**src/hdl/fcpc_regs.vh**
```
// Register map, field positions and reset values of the common and per-port control bank
// Notes on behaviour
// - Global soft reset holds every function reset
// - Synth reset bit holds transmit clock synthesis
// - All-port receive reset holds every receiver
// - Per-port receive reset bits, bits eight..five
// - All-port transmit reset, synthesis keeps running
// - Per-port transmit reset bits three..zero, synth untouched
// - Version register: product, major, minor nibbles
// - Level bits drive pins when configured output
// - Payload select: one ATM, zero POS, reset one
// - Equipment loopback bit per port
// - Loop output bit sends data, else AIS
// - Serdes line loopback bit per port
// - Looptime bit selects recovered receive clock
// - Frame align enable uses external frame pulse
// - Transmit line DCC, section DCC, overhead enables
// - Receive line DCC, section DCC, overhead enables
// - Two alarm selects each drive own pin
// - Direction field: one output, zero input
// - Alarm select bit n maps condition n
`ifndef FCPC_REGS_VH
`define FCPC_REGS_VH
`define FCPC_AW 12
`define FCPC_OFF_GEN 12'h000
`define FCPC_OFF_SOFT_RESET_CONTROL 12'h008
`define FCPC_OFF_VER 12'h00c
`define FCPC_OFF_GP_OUTPUT_LEVEL 12'h010
`define FCPC_OFF_PGEN 10'h020
`define FCPC_OFF_PTX 10'h024
`define FCPC_OFF_PRX 10'h028
`define FCPC_OFF_ALMA 10'h02c
`define FCPC_OFF_ALMB 10'h030
`define FCPC_PORT_LSB 10
`define FCPC_GEN_MASK 32'h00ff0000
`define FCPC_GEN_RST 32'h00000000
`define FCPC_SOFT_RESET_CONTROL_MASK 32'h000107ff
`define FCPC_GP_OUTPUT_LEVEL_MASK 32'h000000ff
`define FCPC_PGEN_MASK 32'h00010a06
`define FCPC_PGEN_RST 32'h00010000
`define FCPC_PTX_MASK 32'h0000000f
`define FCPC_PRX_MASK 32'h00000007
`define FCPC_ALM_MASK 32'h00ffffff
`define FCPC_ZERO 32'h00000000
`define FCPC_DIR_LSB 16
`define FCPC_SOFT_RESET_CONTROL_ALL 16
`define FCPC_SOFT_RESET_CONTROL_PLL 10
`define FCPC_SOFT_RESET_CONTROL_RXA 9
`define FCPC_SOFT_RESET_CONTROL_RXP 5
`define FCPC_SOFT_RESET_CONTROL_TXA 4
`define FCPC_SOFT_RESET_CONTROL_TXP 0
`define FCPC_PG_APM 16
`define FCPC_PG_ELPO 11
`define FCPC_PG_ELP 9
`define FCPC_PG_SLLP 2
`define FCPC_PG_LPT 1
`define FCPC_PT_FPE 3
`define FCPC_NALM 24
`define FCPC_NPORT 4
`define FCPC_GP_W 8
`define FCPC_EN_W 3
`define FCPC_EVT_RST 96'h0
`define FCPC_VER_PAD 20'h00000
`endif

```
**src/hdl/fcpc_top.v**
```verilog
// Common and per-port control register bank with decoded control outputs
`timescale 1ns/1ns
`include "fcpc_regs.vh"
module fcpc_top #(
    parameter [3:0] PRODUCT_VERSION = 4'h1, // Arbitrary value
    parameter [3:0] MAJOR_VERSION = 4'h1, // Arbitrary value
    parameter [3:0] MINOR_VERSION = 4'h0 // Arbitrary value
) (
    input wire core_clk,
    input wire rst_b,
    input wire reg_cs,
    input wire reg_wr,
    input wire [11:0] reg_addr,
    input wire [31:0] reg_wdata,
    output reg [31:0] reg_rdata,
    input wire [95:0] rx_alarm_events,
    output wire global_reset,
    output wire tx_synth_reset,
    output wire [3:0] rx_port_reset,
    output wire [3:0] tx_port_reset,
    output wire [7:0] gp_pin_out,
    output wire [7:0] gp_pin_oe,
    output wire [3:0] payload_type_select,
    output wire [3:0] equipment_loopback,
    output wire [3:0] eq_loop_line_out,
    output wire [3:0] eq_loop_send_ais,
    output wire [3:0] serdes_line_loopback,
    output wire [3:0] loop_timing,
    output wire [3:0] frame_align_enable,
    output wire [11:0] tx_insert_enable,
    output wire [11:0] rx_extract_enable,
    output wire [3:0] rx_alarm_pin_a,
    output wire [3:0] rx_alarm_pin_b
);

    // ------------------------------------------------------------
    // Decode helpers
    // ------------------------------------------------------------
    // Common window hit: strobe qualified by an exact byte address
    function fcpc_common_hit;
        input strobe;
        input [11:0] addr;
        input [11:0] want;
        begin
            fcpc_common_hit = strobe & (addr == want);
        end
    endfunction

    // Port window hit: strobe qualified by an offset inside the window
    function fcpc_port_hit;
        input strobe;
        input [9:0] off;
        input [9:0] want;
        begin
            fcpc_port_hit = strobe & (off == want);
        end
    endfunction

    // Port sub-reset: the global, all-port or own-port bit holds the port
    function fcpc_reset_mix;
        input glob;
        input all_ports;
        input one_port;
        begin
            fcpc_reset_mix = glob | all_ports | one_port;
        end
    endfunction

    // ------------------------------------------------------------
    // Common registers
    // ------------------------------------------------------------
    reg [31:0] gen_q;
    reg [31:0] soft_reset_control_q;
    reg [31:0] gp_output_level_q;
    reg [95:0] evt_s1_q;
    reg [95:0] evt_s2_q;
    wire wr_en;
    wire rd_en;
    wire gen_we;
    wire soft_reset_control_we;
    wire gp_output_level_we;
    wire [31:0] ver_word;
    reg [31:0] common_rd;

    // One access per strobed cycle; the write flag picks the direction
    assign wr_en = reg_cs & reg_wr;
    assign rd_en = reg_cs & ~reg_wr;
    // Version word, upper bits zero
    assign ver_word = {`FCPC_VER_PAD, PRODUCT_VERSION, MAJOR_VERSION, MINOR_VERSION};

    // Common write strobes; the read-only version offset has none
    assign gen_we = fcpc_common_hit(wr_en, reg_addr, `FCPC_OFF_GEN);
    assign soft_reset_control_we = fcpc_common_hit(wr_en, reg_addr, `FCPC_OFF_SOFT_RESET_CONTROL);
    assign gp_output_level_we = fcpc_common_hit(wr_en, reg_addr, `FCPC_OFF_GP_OUTPUT_LEVEL);

    // General mode keeps only the pin direction field
    always @(posedge core_clk or negedge rst_b)
    begin
        if (!rst_b)
            gen_q <= `FCPC_GEN_RST;
        else if (gen_we)
            gen_q <= reg_wdata & `FCPC_GEN_MASK;
    end

    // Soft reset bits hold until software writes them back to zero
    always @(posedge core_clk or negedge rst_b)
    begin
        if (!rst_b)
            soft_reset_control_q <= `FCPC_ZERO;
        else if (soft_reset_control_we)
            soft_reset_control_q <= reg_wdata & `FCPC_SOFT_RESET_CONTROL_MASK;
    end

    // Pin level bits, reserved bits masked off
    always @(posedge core_clk or negedge rst_b)
    begin
        if (!rst_b)
            gp_output_level_q <= `FCPC_ZERO;
        else if (gp_output_level_we)
            gp_output_level_q <= reg_wdata & `FCPC_GP_OUTPUT_LEVEL_MASK;
    end

    // Alarm events come from other logic domains, so synchronise
    always @(posedge core_clk or negedge rst_b)
    begin
        if (!rst_b)
        begin
            evt_s1_q <= `FCPC_EVT_RST;
            evt_s2_q <= `FCPC_EVT_RST;
        end
        else
        begin
            evt_s1_q <= rx_alarm_events;
            evt_s2_q <= evt_s1_q;
        end
    end

    // Soft reset outputs; global reset overrides all sub-resets
    assign global_reset = soft_reset_control_q[`FCPC_SOFT_RESET_CONTROL_ALL];
    assign tx_synth_reset = soft_reset_control_q[`FCPC_SOFT_RESET_CONTROL_PLL] | global_reset;

    // General-purpose pins: level only driven while set as output
    assign gp_pin_oe = gen_q[`FCPC_DIR_LSB +: `FCPC_GP_W];
    assign gp_pin_out = gp_output_level_q[`FCPC_GP_W-1:0] & gp_pin_oe;

    // Common read mux; unmapped common offsets read zero
    always @*
    begin
        common_rd = `FCPC_ZERO;
        case (reg_addr)
            `FCPC_OFF_GEN: common_rd = gen_q;
            `FCPC_OFF_SOFT_RESET_CONTROL: common_rd = soft_reset_control_q;
            `FCPC_OFF_VER: common_rd = ver_word;
            `FCPC_OFF_GP_OUTPUT_LEVEL: common_rd = gp_output_level_q;
            default: common_rd = `FCPC_ZERO;
        endcase
    end

    // ------------------------------------------------------------
    // Per-port registers
    // ------------------------------------------------------------
    wire [1:0] port_sel;
    wire [9:0] port_off;
    wire [127:0] port_rd;
    // Port number in the top address bits, register offset below
    assign port_sel = reg_addr[`FCPC_AW-1:`FCPC_PORT_LSB];
    assign port_off = reg_addr[`FCPC_PORT_LSB-1:0];

    // One register set per port
    genvar p;
    generate
        for (p = 0; p < `FCPC_NPORT; p = p + 1)
        begin : g_port
            // Local state of one port copy
            reg [31:0] pgen_q;
            reg [31:0] ptx_q;
            reg [31:0] prx_q;
            reg [31:0] alma_q;
            reg [31:0] almb_q;
            reg [31:0] rd;
            wire pwr;
            wire pgen_we;
            wire ptx_we;
            wire prx_we;
            wire alma_we;
            wire almb_we;
            wire [23:0] ev;
            wire [23:0] hit_a;
            wire [23:0] hit_b;
            // Each copy answers only its own port's window
            assign pwr = wr_en & (port_sel == p);
            assign ev = evt_s2_q[p*`FCPC_NALM +: `FCPC_NALM];

            // Register strobes; unmapped offsets write nothing
            assign pgen_we = fcpc_port_hit(pwr, port_off, `FCPC_OFF_PGEN);
            assign ptx_we = fcpc_port_hit(pwr, port_off, `FCPC_OFF_PTX);
            assign prx_we = fcpc_port_hit(pwr, port_off, `FCPC_OFF_PRX);
            assign alma_we = fcpc_port_hit(pwr, port_off, `FCPC_OFF_ALMA);
            assign almb_we = fcpc_port_hit(pwr, port_off, `FCPC_OFF_ALMB);

            // Port general mode; payload select leaves reset as one
            always @(posedge core_clk or negedge rst_b)
            begin
                if (!rst_b)
                    pgen_q <= `FCPC_PGEN_RST;
                else if (pgen_we)
                    pgen_q <= reg_wdata & `FCPC_PGEN_MASK;
            end

            // Transmit mode: frame alignment and insert interface enables
            always @(posedge core_clk or negedge rst_b)
            begin
                if (!rst_b)
                    ptx_q <= `FCPC_ZERO;
                else if (ptx_we)
                    ptx_q <= reg_wdata & `FCPC_PTX_MASK;
            end

            // Receive mode: extract interface enables
            always @(posedge core_clk or negedge rst_b)
            begin
                if (!rst_b)
                    prx_q <= `FCPC_ZERO;
                else if (prx_we)
                    prx_q <= reg_wdata & `FCPC_PRX_MASK;
            end

            // Alarm select A, one receive condition per bit
            always @(posedge core_clk or negedge rst_b)
            begin
                if (!rst_b)
                    alma_q <= `FCPC_ZERO;
                else if (alma_we)
                    alma_q <= reg_wdata & `FCPC_ALM_MASK;
            end

            // Alarm select B, one receive condition per bit
            always @(posedge core_clk or negedge rst_b)
            begin
                if (!rst_b)
                    almb_q <= `FCPC_ZERO;
                else if (almb_we)
                    almb_q <= reg_wdata & `FCPC_ALM_MASK;
            end

            // Receive and transmit resets: all-port, per-port, or global
            assign rx_port_reset[p] = fcpc_reset_mix(global_reset, soft_reset_control_q[`FCPC_SOFT_RESET_CONTROL_RXA],
                soft_reset_control_q[`FCPC_SOFT_RESET_CONTROL_RXP + p]);
            assign tx_port_reset[p] = fcpc_reset_mix(global_reset, soft_reset_control_q[`FCPC_SOFT_RESET_CONTROL_TXA],
                soft_reset_control_q[`FCPC_SOFT_RESET_CONTROL_TXP + p]);

            // Port mode decodes
            assign payload_type_select[p] = pgen_q[`FCPC_PG_APM];
            assign equipment_loopback[p] = pgen_q[`FCPC_PG_ELP];
            assign eq_loop_line_out[p] = pgen_q[`FCPC_PG_ELP] & pgen_q[`FCPC_PG_ELPO];
            assign eq_loop_send_ais[p] = pgen_q[`FCPC_PG_ELP] & ~pgen_q[`FCPC_PG_ELPO];
            assign serdes_line_loopback[p] = pgen_q[`FCPC_PG_SLLP];
            assign loop_timing[p] = pgen_q[`FCPC_PG_LPT];
            assign frame_align_enable[p] = ptx_q[`FCPC_PT_FPE];
            assign tx_insert_enable[p*`FCPC_EN_W +: `FCPC_EN_W] = ptx_q[`FCPC_EN_W-1:0];
            assign rx_extract_enable[p*`FCPC_EN_W +: `FCPC_EN_W] = prx_q[`FCPC_EN_W-1:0];

            // Synchronised conditions that the select registers pass on
            assign hit_a = ev & alma_q[`FCPC_NALM-1:0];
            assign hit_b = ev & almb_q[`FCPC_NALM-1:0];

            // Alarm pins: any selected condition present drives high
            assign rx_alarm_pin_a[p] = |hit_a;
            assign rx_alarm_pin_b[p] = |hit_b;

            // Per-port read mux; unmapped offsets read zero
            always @*
            begin
                rd = `FCPC_ZERO;
                case (port_off)
                    `FCPC_OFF_PGEN: rd = pgen_q;
                    `FCPC_OFF_PTX: rd = ptx_q;
                    `FCPC_OFF_PRX: rd = prx_q;
                    `FCPC_OFF_ALMA: rd = alma_q;
                    `FCPC_OFF_ALMB: rd = almb_q;
                    default: rd = `FCPC_ZERO;
                endcase
            end
            assign port_rd[p*32 +: 32] = rd;
        end
    endgenerate

    // ------------------------------------------------------------
    // Read data register
    // ------------------------------------------------------------
    wire [31:0] port_word;
    wire [31:0] common_word;
    // Selected port copy; common registers answer only in the port-0 window
    assign port_word = port_rd[port_sel*32 +: 32];
    assign common_word = (port_sel == 2'h0) ? common_rd : `FCPC_ZERO;

    // Read word is captured on the read cycle and held until the next read
    always @(posedge core_clk or negedge rst_b)
    begin
        if (!rst_b)
        begin
            reg_rdata <= `FCPC_ZERO;
        end
        else if (rd_en)
        begin
            reg_rdata <= port_word | common_word;
        end
    end

endmodule

```
**config.mk**
```make
export PLATFORM = sky130hd
export DESIGN_NAME = fcpc_top
export DESIGN_NICKNAME = d
export VERILOG_FILES = /design/src/hdl/fcpc_top.v
export VERILOG_INCLUDE_DIRS = /design/src /design/src/hdl
export SDC_FILE = /design/constraint.sdc
export NUM_CORES = 1
export LEC_CHECK = 0
export BUFFER_PORTS_ARGS = -buffer_cell sky130_fd_sc_hd__buf_2
export CAP_MARGIN = 10
export CORE_MARGIN = 4
export CORE_UTILIZATION = 50
export CTS_CLUSTER_SIZE = 16
export DETAILED_ROUTE_END_ITERATION = 6
export GPL_TIMING_DRIVEN = 0
export PLACE_DENSITY = 0.74
export SETUP_SLACK_MARGIN = 0.05
export SYNTH_ARGS = -nofsm -noshare
export SYNTH_HDL_FRONTEND = slang
export SYNTH_SLANG_ARGS = --single-unit
```
**constraint.sdc**
```tcl
create_clock -name core_clk -period 1.53 [get_ports core_clk]
set_input_delay 0.2295 -clock core_clk [delete_from_list [all_inputs] [get_ports core_clk]]
set_output_delay 0.2295 -clock core_clk [all_outputs]
set_load 0.02 [all_outputs]
```
### Yosys cells after proc, flatten, opt, wreduce, memory -nomap -nowiden

Index checks and enable logic that the tools add are counted.

| operators by class | value |
|---|---|
| eq/ne operators | 11 |
| shift operators | 1 |
| multiplexer cells | 6 |
| bitwise gates (word level) | 63 |
| reductions and logical operators | 10 |

Operators with widths:

| cell | number |
|---|---|
| 24-bit case mux with 5 select lines | 4 |
| 24-bit bitwise AND | 8 |
| 24-bit OR reduction | 8 |
| 128-bit by 8-bit indexed part select with 32-bit output | 1 |
| 24-bit case mux with 4 select lines | 1 |
| 10-bit by 6-bit == test with 1-bit output, second input constant | 5 |
| 1-bit bitwise AND | 37 |
| 32-bit by 24-bit OR with 32-bit output | 1 |
| 12-bit by 4-bit == test with 1-bit output, second input constant | 2 |
| 24-bit 2-to-1 mux | 1 |
| 12-bit by 5-bit == test with 1-bit output, second input constant | 1 |
| 12-bit zero test | 1 |
| 1-bit OR | 11 |
| 8-bit bitwise AND | 1 |
| 1-bit inverter | 5 |
| 2-bit == test, second input constant | 2 |
| 2-bit by 1-bit == test with 1-bit output, second input constant | 1 |
| 2-bit zero test | 1 |

| word-level totals | value |
|---|---|
| register bits | 492 |
| output and inout bits | 118 |

### Logic depth before layout (Yosys ltp)

| logic depth | value |
|---|---|
| word-level depth | 4 |
| depth in mapped cells | 8 |

### Least setup slack after synthesis

Ideal clock, no wire load.

| timing | value |
|---|---|
| kind | input -> register |
| start point | input reg_addr[5] |
| end point | register gp_output_level_q[0] |
| library setup time | 0.125 ns |
| arrival time | 2.107 ns |
| required time | 1.405 ns |
| setup slack | -0.701 ns |
| stages on the path | 7 |
| buffers on the path | 3 |
| path through | clkbuf_1 or3_1 clkbuf_1 nor4_2 and3_1 buf_2 mux2_2 |

| on the way | value |
|---|---|
| cells in the longest elaborated chain, start to end | 2 |

RTL lines:

| element | RTL line | text |
|---|---|---|
| from (decl) | fcpc_top.v:13 | `input wire [11:0] reg_addr,` |
| 12-bit by 5-bit == test with 1-bit output | fcpc_top.v:45 | `fcpc_common_hit = strobe & (addr == want);` |
| 1-bit bitwise AND | fcpc_top.v:45 |  |
| to (signal assigned) | fcpc_top.v:118 | `` gp_output_level_q <= `FCPC_ZERO; `` |
| to (signal assigned) | fcpc_top.v:120 | `` gp_output_level_q <= reg_wdata & `FCPC_GP_OUTPUT_LEVEL_MASK; `` |
| to (decl) | fcpc_top.v:74 | `reg [31:0] gp_output_level_q;` |

No other way between the ends.
A chain may end at the register's enable or synchronous reset.

### Worst setup path after layout

| timing | value |
|---|---|
| start point | register g_port[3].alma_q[4] |
| end point | output rx_alarm_pin_a[3] |

| on the way | value |
|---|---|
| cells in the longest elaborated chain, start to end | 2 |

RTL lines:

| element | RTL line | text |
|---|---|---|
| from (decl) | fcpc_top.v:178 | `reg [31:0] alma_q;` |
| from (signal assigned) | fcpc_top.v:232 | `` alma_q <= `FCPC_ZERO; `` |
| from (signal assigned) | fcpc_top.v:234 | `` alma_q <= reg_wdata & `FCPC_ALM_MASK; `` |
| 24-bit bitwise AND | fcpc_top.v:264 | `` assign hit_a = ev & alma_q[`FCPC_NALM-1:0]; `` |
| 24-bit OR reduction | fcpc_top.v:268 | `assign rx_alarm_pin_a[p] = \|hit_a;` |
| to (decl) | fcpc_top.v:32 | `output wire [3:0] rx_alarm_pin_a,` |

No other way between the ends.

==> out/metrics.yaml <==
outcome:
  status: "finished with violations"
  violations: "DRC, hold timing, setup timing"
synthesis:
  synth_seq_cells: 484
  async_reset_ff_share_pct: 100
  synth_top_area_share_pct: 60.1
  yosysSeqAreaShare_pct: 60.7
  synth-edff-count: 0
  syn_avg_cell_area_um2: 13.7
  syn_area_mm2: 0.0200
  netlist_instances: 1458
  yosysUniqueCellTypes: 63
  synthTopCellsByArea: "dfrtp_1 (60%), mux2_2 (16%), a22oi_1 (3.0%)"
  synth_area_leader_cell: "dfrtp_1"
  synth-main-ff-cell: "dfrtp_1"
  yosysWarnings: 0
cells_and_area:
  nNetsFinal: 2151
  stdcell_area_mm2: 0.0288
  layout-drive-gt1-share_pct: 51.9
  area_growth_pct: 44.4
  fin_cells: 2567
grt:
  grt_max_degree: 132
  grt_pass1_wl_mm: 118
  gr-total-overflow: 0
  groute.usage.overall_pct: 37.0
  grt_pass1_vias: 17323
  antenna_found_initial: 4
critical_path:
  crit_path_end_kind: "output pin"
  r2r_start: "g_port[1].almb_q[2]$_DFFE_PN0P_"
  critPathMaxFanout: 2
  critPathLaunchType: "register"
  crit_type: "reg2out"
  r2r_slack_ns: -0.18
  r2r_end: "reg_rdata[2]$_DFFE_PN0P_"
  required_ns: 1.30
  worstPathArrival_ns: 2.21
  ff2ff_path_depth: 4
route:
  viasPerCell: 6.51
  drc: 1
  antenna_left: 0
  first_iter_violations: 2062
  vias: 16700
  wl_per_cell_um: 32.6
  wl_mm: 83.8
  firstDrtPassIters: 7
clock_tree:
  htree_levels: 2
  cts_buffer_depth: 3
  clock-sinks: 484
  cts_hold_buffers: 101
  numCtsBuffers: 50
  clk_latency_ns: 0.60
  cts_root_buf: "clkbuf_16"
  tritoncts: "built"
  path_clk_slew_ns: 0.07
timing:
  fmax_mhz: 410
  finalMaxSlewViolations: 0
  post-route-period-util_pct: 159
  relSlewSlack_pct: 24.6
  worst-slew-pin-transition_ns: 1.13
  final.min_clock_period_ns: 2.44
  setup_viol: 277
  rsz0062_at_grt: "yes"
  hold-worst-slack_ns: -0.340
  layout_setup_ws_ns: -0.910
  fin_skew_ns: 0.0202
  hold_viol_final: 129
die:
  core-area_mm2: 0.0391
  placementRows: 72
  start_util_pct: 51.1
  die_h_um: 208
  dieArea_mm2: 0.0432
  die_x_um: 208
  ioPinCount: 262
pwr:
  power_leakage_uw: 0.0136
  p_switching_uw: 6800
  clockPowerShare_pct: 47.1
  ir_drop_mv: 0.935
  internal-power_uw: 21900
  p_per_area_mw_per_mm2: 995
  pwr-share-comb_pct: 6.5
  p_seq_share_pct: 46.3
  p_sw_share_pct: 23.7
placed_design:
  dp.cells: 2222
  dpl.hpwl_mm: 54.7
  pre_cts_ws_ns: -1.72
  io_buffer_count: 236
  gp_congestion: 1.00
  placed_area_mm2: 0.0225
worst_hold_path:
  worst_hold_path_type: "in2async"
run:
  maxCapViolCount: 0
[cell type report]
| class | instances | area [um2] |
|---|---|---|
| Clock inverter | 31 | 427 |
| Timing Repair Buffer | 498 | 4410 |
| Buffer | 104 | 1130 |
| Multi-Input combinational cell | 865 | 8650 |
| Antenna cell | 3 | 7.51 |
| Fill cell | 2399 | 10300 |
| Clock buffer | 60 | 1400 |
| Inverter | 4 | 18.8 |
| Tap cell | 518 | 648 |
| Sequential cell | 484 | 12100 |
[kinds of logic after synthesis]
group,count (synthesis),synth area share (%)
compound gates,310,11.5
simple gates,229,6.72
flops,484,60.7
buf+inv,116,2.83
xor+xnor,1,0.0439
mux,317,18.2
other cells,1,0.0188
[cells in the mapped netlist (3+ instances only)]
cell and instances:
nand2b_1 3, mux4_2 8, buf_1 12, mux2_2 286
mux2i_1 23, a221oi_1 35, clkbuf_1 52, o21ai_0 31
inv_1 4, a221o_1 11, or4_1 11, a22oi_1 81
nor3b_1 4, nor4_1 7, a211o_1 5, dfstp_2 4
buf_2 22, nand4_1 22, o211ai_1 5, nor2b_1 13
a211oi_1 34, o31ai_1 6, or3_1 10, nand3_1 16
a2111oi_0 6, dfrtp_1 480, nand2_1 36, nand3b_1 3
and2_1 13, or2_2 5, and3_1 15, nor3_2 3
buf_4 25, a22o_1 28, nor4_2 5, nor3_1 12
a21oi_1 42, o31a_1 6, nor2_1 38, o221ai_1 4
[routing by layer]
metal / wire [um] / track usage (%)
met1: 30200 / 47.5
met2: 38300 / 57.6
met3: 9590 / 9.69
met4: 5720 / 20.8
met5: 0 / 0
[state kept, by name, indices dropped and copies added, names as in the netlist]
name / flops
evt_s1_q: 96
evt_s2_q: 96
g_port.alma_q: 96
g_port.almb_q: 96
reg_rdata: 24
g_port.pgen_q: 20
g_port.ptx_q: 16
g_port.prx_q: 12
soft_reset_control_q: 12
gen_q: 8
gp_output_level_q: 8
[power groups by stage]
stage,clock network (uW),registers (uW),logic [uW]
3_5_place_dp,0,13500,1390
5_1_grt,14200,13300,1950
3_3_place_gp,0,13500,1340
2_1_floorplan,0,13400,502
6_report,13500,13300,1870
4_1_cts,13500,13300,1720
[critical path: stages (launching register included)]
cell      delay [ns]
dfrtp_1         0.41
a22o_1          0.26
a221oi_2        0.28
nand3_1         0.16
nor2_1          0.15
nand4_1         0.15
buf_4           0.20
[placed cells by master, fill, tap and decap left out, types with 9 or more instances in the layout]
cell / Yosys / routed
mux2i_1: 23 / 22
o21ai_1: 0 / 11
clkbuf_16: 0 / 59
buf_8: 0 / 19
buf_2: 22 / 179
nor4_4: 2 / 11
dlygate4sd3_1: 0 / 101
nand4_1: 22 / 22
dfrtp_2: 0 / 20
mux2_4: 0 / 91
a211oi_1: 34 / 25
buf_6: 1 / 111
bufinv_16: 0 / 9
nor2_1: 38 / 29
a21oi_1: 42 / 33
clkbuf_2: 0 / 12
mux2_2: 286 / 195
nand2_1: 36 / 21
and2_4: 0 / 12
nand3_1: 16 / 12
clkbuf_1: 52 / 14
or4_4: 1 / 10
or3_4: 0 / 9
a22o_1: 28 / 24
clkbuf_8: 0 / 12
a221o_1: 11 / 11
buf_12: 0 / 32
a22oi_1: 81 / 74
buf_4: 25 / 98
clkinv_2: 0 / 10
a221oi_1: 35 / 20
o21ai_0: 31 / 14
a221oi_2: 0 / 15
dfrtp_1: 480 / 460
buf_16: 0 / 10
[metrics by stage]
step	util [%]	power (uW)	TNS, ns
floorplan	-	13900	-101.34
global placement	57.3	14800	-4635.14
detailed placement	57.6	14900	-372.69
CTS	72.0	28500	-29.08
global route	73.7	29400	-41.58
finish	73.7	28700	-38.09
[how the worst max path moves through the flow]
stage	from	endpoint	slack, ns	cells past startpoint
3_3_place_gp	rst_b	evt_s1_q[78]$_DFF_PN0_	-9.03	1
4_1_cts	evt_s2_q[76]$_DFF_PN0_	rx_alarm_pin_a[3]	-0.76	6
3_5_place_dp	reg_addr[1]	reg_rdata[3]$_DFFE_PN0P_	-1.72	7
6_report	g_port[3].alma_q[4]$_DFFE_PN0P_	rx_alarm_pin_a[3]	-0.91	6
5_1_grt	evt_s2_q[72]$_DFF_PN0_	rx_alarm_pin_b[3]	-1.00	6
2_1_floorplan	reg_addr[8]	gen_q[16]$_DFFE_PN0P_	-0.57	6
[what timing repair did]
item                                    4_1_cts  5_1_grt
endpoints found under the hold margin       238      129
resized for setup                           393      161
endpoints found under the setup margin      341      469
pin swaps                                    75       52
cloned                                       17        1
buffers inserted                            116       30
No activity file was read; power rests on OpenSTA's default activity.
